===== config.mk =====
export PLATFORM = sky130hd
export DESIGN_NAME = cpss_sequencer
export DESIGN_NICKNAME = d
export VERILOG_FILES = /design/src/verilog/cpss_pkg.sv /design/src/verilog/cpss_sequencer.sv
export SDC_FILE = /design/constraint.sdc
export NUM_CORES = 1
export LEC_CHECK = 0
export BUFFER_PORTS_ARGS = -buffer_cell sky130_fd_sc_hd__buf_2
export CAP_MARGIN = 20
export CORE_AREA = 2 2 77 87
export DETAILED_ROUTE_END_ITERATION = 7
export DIE_AREA = 0 0 79 89
export MAX_ROUTING_LAYER = met4
export SYNTH_ARGS = -nofsm -noshare
export SYNTH_HDL_FRONTEND = slang
export SYNTH_SLANG_ARGS = --single-unit

===== constraint.sdc =====
create_clock -name sys_clk -period 6.7 [get_ports sys_clk]
set_input_delay 0.335 -clock sys_clk [delete_from_list [all_inputs] [get_ports sys_clk]]
set_output_delay 0.335 -clock sys_clk [all_outputs]
set_load 0.01 [all_outputs]

===== src/verilog/cpss_pkg.sv =====
// Constants and state types for the charge-pump start-up sequencer.
// Assumes a 20 MHz system clock and comparator results as logic levels.
`default_nettype none
package cpss_pkg;
  // ---------------------------------------------------------------
  // Timing
  // ---------------------------------------------------------------
  localparam int unsigned CLK_HZ = 20000000;
  localparam int unsigned SS_TIMEOUT_MS = 100;
  localparam int unsigned SHUTDOWN_PG_LOW_MS = 60;
  localparam int unsigned SS_TIMEOUT_CYC = SS_TIMEOUT_MS * (CLK_HZ / 1000);
  localparam int unsigned SHUTDOWN_CYC = SHUTDOWN_PG_LOW_MS * (CLK_HZ / 1000);
  localparam int unsigned CNT_W = 22;
  // ---------------------------------------------------------------
  // Sequencer states
  // ---------------------------------------------------------------
  typedef enum logic [2:0] {
    CPSS_OFF = 3'b000,
    CPSS_SAMPLE = 3'b001,
    CPSS_PRECHARGE = 3'b010,
    CPSS_SOFTSTART = 3'b011,
    CPSS_NORMAL = 3'b100,
    CPSS_LATCHED = 3'b101,
    CPSS_SHUTDOWN = 3'b110
  } cpss_state_t;
endpackage
`default_nettype wire


===== src/verilog/cpss_sequencer.sv =====
// Start-up and power-good sequencer for a divide-by-four charge pump.
// Assumes analog comparators and pins arrive asynchronously; all but sync_in
// are synchronised here. Power-good is open drain, pulled up externally.
`default_nettype none
module cpss_sequencer
  import cpss_pkg::*;
#(
  parameter int unsigned SS_TIMEOUT = cpss_pkg::SS_TIMEOUT_CYC,
  parameter int unsigned SHUTDOWN_HOLD = cpss_pkg::SHUTDOWN_CYC
) (
  input wire logic sys_clk,
  input wire logic nrst,
  input wire logic enable_cmp,
  input wire logic vin_above_rise,
  input wire logic vin_above_fall,
  input wire logic vout_above_pg,
  input wire logic precharge_done,
  input wire logic fault,
  input wire logic clock_direction_select,
  input wire logic int_clk,
  input wire logic sync_in,
  output logic sync_out,
  output logic sync_oe,
  input wire logic power_good_line_in,
  output logic power_good_line_out,
  output logic power_good_line_oe,
  output logic pump_enable,
  output logic precharge_active,
  output logic full_power,
  output logic ext_clk_mode
);
  import cpss_pkg::*;

  // ---------------------------------------------------------------
  // Input synchronisers
  // ---------------------------------------------------------------
  localparam int NS = 9;
  logic [NS-1:0] raw, s1_q, s2_q;
  // Oscillator level crosses domains too, so it shares the two-flop path
  assign raw = {int_clk, enable_cmp, vin_above_rise, vin_above_fall, vout_above_pg,
                precharge_done, fault, clock_direction_select, power_good_line_in};
  always_ff @(posedge sys_clk or negedge nrst) begin
    if (!nrst) begin
      s1_q <= '0;
      s2_q <= '0;
    end else begin
      s1_q <= raw;
      s2_q <= s1_q;
    end
  end
  wire iclk_s = s2_q[8];
  wire en_s = s2_q[7];
  wire vrise_s = s2_q[6];
  wire vfall_s = s2_q[5];
  wire vout_s = s2_q[4];
  wire pre_s = s2_q[3];
  wire fault_s = s2_q[2];
  wire sel_s = s2_q[1];
  wire line_s = s2_q[0];

  // ---------------------------------------------------------------
  // Sequencer
  // ---------------------------------------------------------------
  cpss_state_t st_q, st_d;
  logic [CNT_W-1:0] cnt_q, cnt_d;
  logic en_prev_q, uv_ok_q, cfg_ext_q, cfg_ext_d;
  // Hysteresis: arm on rising threshold, drop on falling one
  wire uv_ok_d = vrise_s ? 1'b1 : (vfall_s ? uv_ok_q : 1'b0);
  wire en_fall = en_prev_q & ~en_s;
  wire run_ok = en_s & uv_ok_q & ~fault_s;
  wire ss_expired = (cnt_q >= CNT_W'(SS_TIMEOUT - 1));
  wire sd_expired = (cnt_q >= CNT_W'(SHUTDOWN_HOLD - 1));
  wire [CNT_W-1:0] cnt_inc = CNT_W'(cnt_q + CNT_W'(1));

  always_comb begin
    st_d = st_q;
    cnt_d = cnt_q;
    cfg_ext_d = cfg_ext_q;
    unique case (st_q)
      CPSS_OFF: begin
        cnt_d = '0;
        // No start, and no re-capture, while a fault is still present
        if (en_s && uv_ok_q && !fault_s) st_d = CPSS_SAMPLE;
      end
      CPSS_SAMPLE: begin
        cfg_ext_d = sel_s;
        st_d = CPSS_PRECHARGE;
      end
      CPSS_PRECHARGE: begin
        cnt_d = '0;
        if (pre_s) st_d = CPSS_SOFTSTART;
      end
      CPSS_SOFTSTART: begin
        cnt_d = cnt_inc;
        // External hold keeps soft-start; timeout only while output short
        if (vout_s && line_s) st_d = CPSS_NORMAL;
        else if (!vout_s && ss_expired) st_d = CPSS_LATCHED;
        if (vout_s) cnt_d = '0;
      end
      CPSS_NORMAL: begin
        cnt_d = '0;
        if (!vout_s || !line_s) st_d = CPSS_SOFTSTART;
      end
      CPSS_LATCHED: cnt_d = '0;
      CPSS_SHUTDOWN: begin
        cnt_d = cnt_inc;
        if (sd_expired) st_d = CPSS_OFF;
      end
      default: st_d = CPSS_OFF;
    endcase
    // Enable loss overrides every phase but off and shutdown; lockout also spares latched
    if (en_fall && st_q != CPSS_OFF && st_q != CPSS_SHUTDOWN) begin
      st_d = CPSS_SHUTDOWN;
      cnt_d = '0;
    end else if (st_q != CPSS_OFF && st_q != CPSS_SHUTDOWN && st_q != CPSS_LATCHED &&
                 (!uv_ok_q || fault_s || !en_s)) begin
      st_d = CPSS_OFF;
      cnt_d = '0;
    end
  end

  always_ff @(posedge sys_clk or negedge nrst) begin
    if (!nrst) begin
      st_q <= CPSS_OFF;
      cnt_q <= '0;
      en_prev_q <= 1'b0;
      uv_ok_q <= 1'b0;
      cfg_ext_q <= 1'b0;
    end else begin
      st_q <= st_d;
      cnt_q <= cnt_d;
      en_prev_q <= en_s;
      uv_ok_q <= uv_ok_d;
      cfg_ext_q <= cfg_ext_d;
    end
  end

  // ---------------------------------------------------------------
  // Outputs
  // ---------------------------------------------------------------
  // Pull down in every enabled state but normal; also during shutdown hold.
  // Released once output is reached, else our own pull-down would block the line
  wire ss_reached = (st_d == CPSS_SOFTSTART) && vout_s;
  wire pg_pull_d = (st_d == CPSS_SHUTDOWN) ||
                   (en_s && uv_ok_q && st_d != CPSS_NORMAL && st_d != CPSS_OFF && !ss_reached) ||
                   (en_s && uv_ok_q && fault_s);
  wire pump_d = (st_d == CPSS_SOFTSTART) || (st_d == CPSS_NORMAL);
  // Clock direction follows captured strap only; sync_in is not used anywhere
  wire drive_clk = ~cfg_ext_d;
  always_ff @(posedge sys_clk or negedge nrst) begin
    if (!nrst) begin
      power_good_line_oe <= 1'b0;
      pump_enable <= 1'b0;
      precharge_active <= 1'b0;
      full_power <= 1'b0;
      ext_clk_mode <= 1'b0;
      sync_oe <= 1'b0;
      sync_out <= 1'b0;
    end else begin
      power_good_line_oe <= pg_pull_d;
      pump_enable <= pump_d;
      precharge_active <= (st_d == CPSS_PRECHARGE);
      full_power <= (st_d == CPSS_NORMAL);
      ext_clk_mode <= cfg_ext_d;
      sync_oe <= drive_clk;
      sync_out <= drive_clk & iclk_s;
    end
  end
  assign power_good_line_out = 1'b0; // Open drain: only ever drives low

  // ---------------------------------------------------------------
  // Checks
  // ---------------------------------------------------------------
  chk_pg_normal: assert property (@(posedge sys_clk) disable iff (!nrst)
    (st_q == CPSS_NORMAL) |-> !power_good_line_oe)
    else $error("power good pulled in normal state");
  chk_pg_softstart: assert property (@(posedge sys_clk) disable iff (!nrst)
    (st_q == CPSS_SOFTSTART && st_d == CPSS_SOFTSTART && !vout_s) |=> power_good_line_oe)
    else $error("power good released during soft-start");
  chk_pg_reached: assert property (@(posedge sys_clk) disable iff (!nrst)
    (st_d == CPSS_SOFTSTART && vout_s && !fault_s) |=> !power_good_line_oe)
    else $error("power good pulled after output reached");
  chk_ss_latch: assert property (@(posedge sys_clk) disable iff (!nrst)
    (st_q == CPSS_LATCHED && en_s) |=> st_q == CPSS_LATCHED)
    else $error("latched off left without enable toggle");
  chk_sd_hold: assert property (@(posedge sys_clk) disable iff (!nrst)
    (st_q == CPSS_SHUTDOWN) |-> power_good_line_oe)
    else $error("power good released during shutdown hold");
  chk_en_fall: assert property (@(posedge sys_clk) disable iff (!nrst)
    (en_fall && st_q == CPSS_NORMAL) |=> st_q == CPSS_SHUTDOWN)
    else $error("enable fall did not start shutdown");
  chk_hold_line: assert property (@(posedge sys_clk) disable iff (!nrst)
    (st_q == CPSS_SOFTSTART && !line_s && en_s) |=> st_q != CPSS_NORMAL)
    else $error("left soft-start while line held low");
  chk_off_quiet: assert property (@(posedge sys_clk) disable iff (!nrst)
    (st_d == CPSS_OFF && !fault_s) |=> !power_good_line_oe)
    else $error("disabled device pulls power good");
  chk_cfg_held: assert property (@(posedge sys_clk) disable iff (!nrst)
    (st_q != CPSS_SAMPLE) |=> $stable(cfg_ext_q))
    else $error("configuration changed after capture");
  chk_pump_pre: assert property (@(posedge sys_clk) disable iff (!nrst)
    (st_q == CPSS_PRECHARGE && !pre_s && !en_fall) |=> !pump_enable)
    else $error("pump on before pre-charge done");
  chk_uv_stop: assert property (@(posedge sys_clk) disable iff (!nrst)
    (!uv_ok_q && st_q == CPSS_NORMAL) |=> ##1 !pump_enable)
    else $error("pump running below lockout");
endmodule
`default_nettype wire


# Word level (Yosys, flattened, before mapping)
# Index checks and enable logic that the tools add are counted.
# totals
regBits	52
latchBits	0
mem_bits_rw	0
mem_bits_ro	0
in_bits	12
output_inout_bits	8
word_cells	81
n_memories	0
# classes
addsub	1
mul	0
n_div	0
order_cmp	2
eq_ne	14
shifts	0
n_mux	16
bitwise_logic	4
reduce_logical	31
# ops
operator	count
22-bit two-way mux	3
22-bit one-hot mux with 3 select lines	1
22-bit by 21-bit >= comparator with 1-bit output, second input constant	2
3-bit two-way mux	8
22-bit by 1-bit adder with 22-bit output, second input constant	1
3-bit one-hot mux with 7 select lines	1
3-bit equality test, second input constant	5
1-bit logical AND	14
3-bit by 2-bit equality test with 1-bit output, second input constant	4
3-bit != test, second input constant	3
1-bit zero test	6
1-bit logical OR	6
3-bit nonzero test	2
5-bit nonzero test	1
4-bit OR reduction	1
3-bit by 1-bit equality test with 1-bit output, second input constant	1
3-bit zero test	1
1-bit two-way mux	3
1-bit AND	2
2-bit by 1-bit != test with 1-bit output, second input constant	1
1-bit inverter	2

# Longest topological paths before layout
# logic_depth
ltp_word	13
depth_mapped	8

# Least setup slack after synthesis
# No wires, ideal clock.
# synth_path
path_type	reg-to-reg
startpoint	reg cnt_q[7]
endpoint	reg pump_enable
setup_ps	131
arrival_time_ps	2103
required_time_ps	6569
slack_ps	4466
stages_incl_launch_ff	8
n_path_buf	1
period_less_slack_ps	2234
path_cell_list	dfrtp_1 > buf_6 > or3_1 > or4_1 > o32a_1 > o21a_1 > nor3_2 > o22ai_1
# synth_between
elab_chain_cells	9
elab_cells_between_ends	12
cone_classes	order compare: 2; eq/ne: 2; mux: 6; reduce/logical: 2
# synth_lines
element	line	rtl
start: declaration	cpss_sequencer.sv:65	logic [CNT_W-1:0] cnt_q, cnt_d;
start signal: assignment	cpss_sequencer.sv:131	cnt_q <= cnt_d;
22-bit by 21-bit >= comparator with 1-bit output	cpss_sequencer.sv:71	wire ss_expired = (cnt_q >= CNT_W'(SS_TIMEOUT - 1));
1-bit logical AND	cpss_sequencer.sv:97	else if (!vout_s && ss_expired) st_d = CPSS_LATCHED;
3-bit two-way mux	cpss_sequencer.sv:97	
3-bit two-way mux	cpss_sequencer.sv:96	if (vout_s && line_s) st_d = CPSS_NORMAL;
3-bit one-hot mux with 7 select lines *	cpss_sequencer.sv:79	unique case (st_q)
3-bit two-way mux *	cpss_sequencer.sv:115	end else if (st_q != CPSS_OFF && st_q != CPSS_SHUTDOWN && st_q != CPSS_LATCHED &&
3-bit two-way mux *	cpss_sequencer.sv:112	if (en_fall && st_q != CPSS_OFF && st_q != CPSS_SHUTDOWN) begin
3-bit by 2-bit equality test with 1-bit output or 3-bit equality test (tied branches)	cpss_sequencer.sv:147	wire pump_d = (st_d == CPSS_SOFTSTART) || (st_d == CPSS_NORMAL);
1-bit logical OR *	cpss_sequencer.sv:147	
net pump_d	cpss_sequencer.sv:147	
end signal: assignment	cpss_sequencer.sv:161	pump_enable <= pump_d;
end: declaration	cpss_sequencer.sv:27	output logic pump_enable,
# The timed path passes the listed nets; every way through them passes the cells marked *.
# A chain may end at the register's enable or synchronous reset.

# Worst setup path in the final report
# Same ends and word-level chain as after synthesis.

==> results.md <==
* Pre-CTS setup slack at about 4.3 ns
* CP max stage cell: or4_1
* Clock insertion delay at the later pin of the skew report at 0.31 ns
* Worst Setup End Kind: flip-flop
* Global-route usage over all layers at 0.143
* Largest family of logic cells by synthesized area: simple AND/OR/NAND/NOR gates
* CP delay by family, top: simple AND/OR/NAND/NOR gates
* Setup ws final at around 4.3 ns
* # IOs at 20
* Post-synthesis simple-gate area fraction at 0.202
* XOR/XNOR Fraction of Synth Area at 0.0365
* Crit-path cells: or3_1, or4_1, o32a_1, o21a_1, nor3_2, o22ai_1
* DP Area at 0.00253 mm^2
* Unrepaired setup endpoints after global routing: no
* Final HPWL DP at roughly 3000 um
* DRT iter0 DRCs at roughly 130
* Area growth syn-to-layout at 9.33%
* CP Launch Type: flip-flop
* Post-CTS sizing at 0
* Minimum clock period at between 2 and 2.5 ns
* Die ar. at around 0.007 mm^2
* Placed cells at ~330
* Syn Inst Count at between 200 and 250
* DR vias/cell at 5.38
* Register area share after synthesis at 0.542
* Most frequent cells in the layout: dfrtp_1, nor2_1, o21ai_0, nand2_1, buf_2
* Peak supply drop at between 0.1 and 0.15 mV
* Wirelength per Cell at about 13 um
* CTS tree: built
* Avg Cell Area, Syn at about 9.8 um^2
* Synth cell types at 50
* Vias at 1807
* Adder-Cell Fraction of Synth Area at 0.00521
* First-pass GRT wire length at between 7000 and 8000 um
* TritonCTS Buffers at 5
* TNS Setup at 0 ns
* Clock Tree Root: clkbuf_8
* Final hold vios at 0
* Multiplexer share of the synthesized area at 0.00834
* Status: completed
* Commonest non-fill, non-tap cell in the layout: dfrtp_1
* Total grt overflow at 0
* Finished Cell Area at 0.00262 mm^2
* Compound-Gate Fraction of Synth Area at 0.161
* Core area at about 0.006 mm^2
* Max clock buf depth at 2
* Antenna Nets Post-Route at 0
* Worst Path Arrival at roughly 2.6 ns
* Slowest cell delay on critical path at about 0.47 ns
* DIE WIDTH at approximately 80 um
* WP data required at 6.89 ns
* CP Buf/Inv Count at 0
* Hold crit path type: input port to async pin
* Vias in the first global route at 1700
* Die Y at between 80 and 90 um
* Main synth FF type: dfrtp_1
* Largest net degree at the start of global routing at 53
* Clock sink total at 52
* Share of layout cells above drive strength 1 at 0.117
* Layout net count at roughly 270
* Rel. slew slack at 0.463
* Hold-fix buffers, CTS at 0
* Antenna violations before repair at 0
* Final wirelength at ~4500 um
* Syn nets at approximately 260
* Leakage at approximately 1.1 nW
* Drt pass-1 iters at 4
* Async SR Flop Fraction at 1.00
* Gpl congestion at ~0.8
* Worst-path fanout max at 8
* Clock transition at the registers of the reported paths at 0.10 ns
* Total of max-cap violations at 0
* Actual transition at the worst max-transition pin at 0.802 ns
* Final Util at 0.431
* H-tree Lvls at 2
* Fin crit share at 0.352
* Port Buf Inserts at 17
* # rows at 30
* Post-CTS Setup Repair Bufs at 0
* Worst Clk Skew at 0.00577 ns
* Post-synth EDFFs at 0
* Non-Filler Instances at 336
* Finish-stage setup viols at 0
* ANT cells at 0
* Mapped cell area at 0.00240 mm^2
* Setup Crit Path Kind: flip-flop to flip-flop
* Pwr per Cell Area at about 300 mW/mm^2
* Starting density of the core at 0.395
* Max-slew violation count at 0
* FMAX at between 400 and 500 MHz
* DRC at 0
* Flops & latches, synth at 52
* Syn. warnings at 0
per-stage QoR:
stage	hold slack (ns)	power, mW
after floorplan	0.0394	0.543
after global placement	0.333	0.597
after detailed placement	0.335	0.601
after CTS	0.116	0.788
after global routing	0.102	0.834
final	0.118	0.783
cell families (layout without fill, tap and decap cells):
| kind of cell | Yosys count | after routing |
|---|---|---|
| multiplexers | 2 | 2 |
| AO/OA/AOI/OAI | 58 | 58 |
| other | 1 | 1 |
| XOR/XNOR | 10 | 10 |
| buffers and inverters | 24 | 36 |
| AND/OR/NAND/NOR | 96 | 96 |
| flip-flops | 52 | 52 |
| adder cells (fa/ha/maj) | 1 | 1 |
final cells by class:
cell class,instances,area (um^2)
clock buffers,5,68.8
clock inverters,3,27.5
fillers,607,3460
inverters,10,37.5
multi-input cells,168,996
flip-flops and latches,52,1300
well taps,80,100
repair buffers,18,92.6
Yosys cell counts, types with 4 or more instances:
library cell,number,area share
nand2_1,18,0.028
nand3_1,10,0.021
dfrtp_1,52,0.54
nand2b_1,5,0.013
xnor2_1,9,0.033
and3_1,4,0.010
nand4_1,8,0.021
inv_1,10,0.016
nor3_1,7,0.015
or3_1,6,0.016
a21oi_1,6,0.013
o21ai_0,22,0.046
clkbuf_1,11,0.017
nor2_1,26,0.041
path summary, 6_finish.rpt:
path                            depth (start not counted)           to        from  slack [ns]
worst max-delay path                                    6  pump_enable    cnt_q[7]        4.34
worst min-delay path                                    2      s1_q[4]        nrst        0.12
worst max register to register                          6  pump_enable    cnt_q[7]        4.34
worst min register to register                          0      s2_q[7]     s1_q[7]        0.36
max in group asynchronous                               2    cnt_q[14]        nrst        6.17
min in group sys_clk                                    1      s1_q[7]  enable_cmp        0.12
where the power goes:
| group | internal (mW) | switching [mW] | total (mW) | leakage (nW) |
|---|---|---|---|---|
| Sequential | 0.345 | 0.0334 | 0.379 | 0.667 |
| Clock | 0.0768 | 0.111 | 0.188 | 0.0463 |
| Combinational | 0.0872 | 0.129 | 0.217 | 0.400 |
| Total | 0.509 | 0.274 | 0.783 | 1.11 |
layer usage:
layer	vias to the layer above	GRT usage	share of wire
met3	7	0.0283	0.041
met2	36	0.233	0.46
met4	0	0.0596	0.017
met5	-	-	0
li1	889	-	-
met1	875	0.175	0.48
state kept, by name, indices dropped and copies added, names as in the netlist:
name and flops:
uv_ok_q 1, precharge_active 1, sync_oe 1, ext_clk_mode 1, cnt_q 22, s1_q 9, pump_enable 1, full_power 1
power_good_line_oe 1, st_q 3, sync_out 1, s2_q 9, en_prev_q 1
Note: power is estimated with default switching activity, not from simulation.
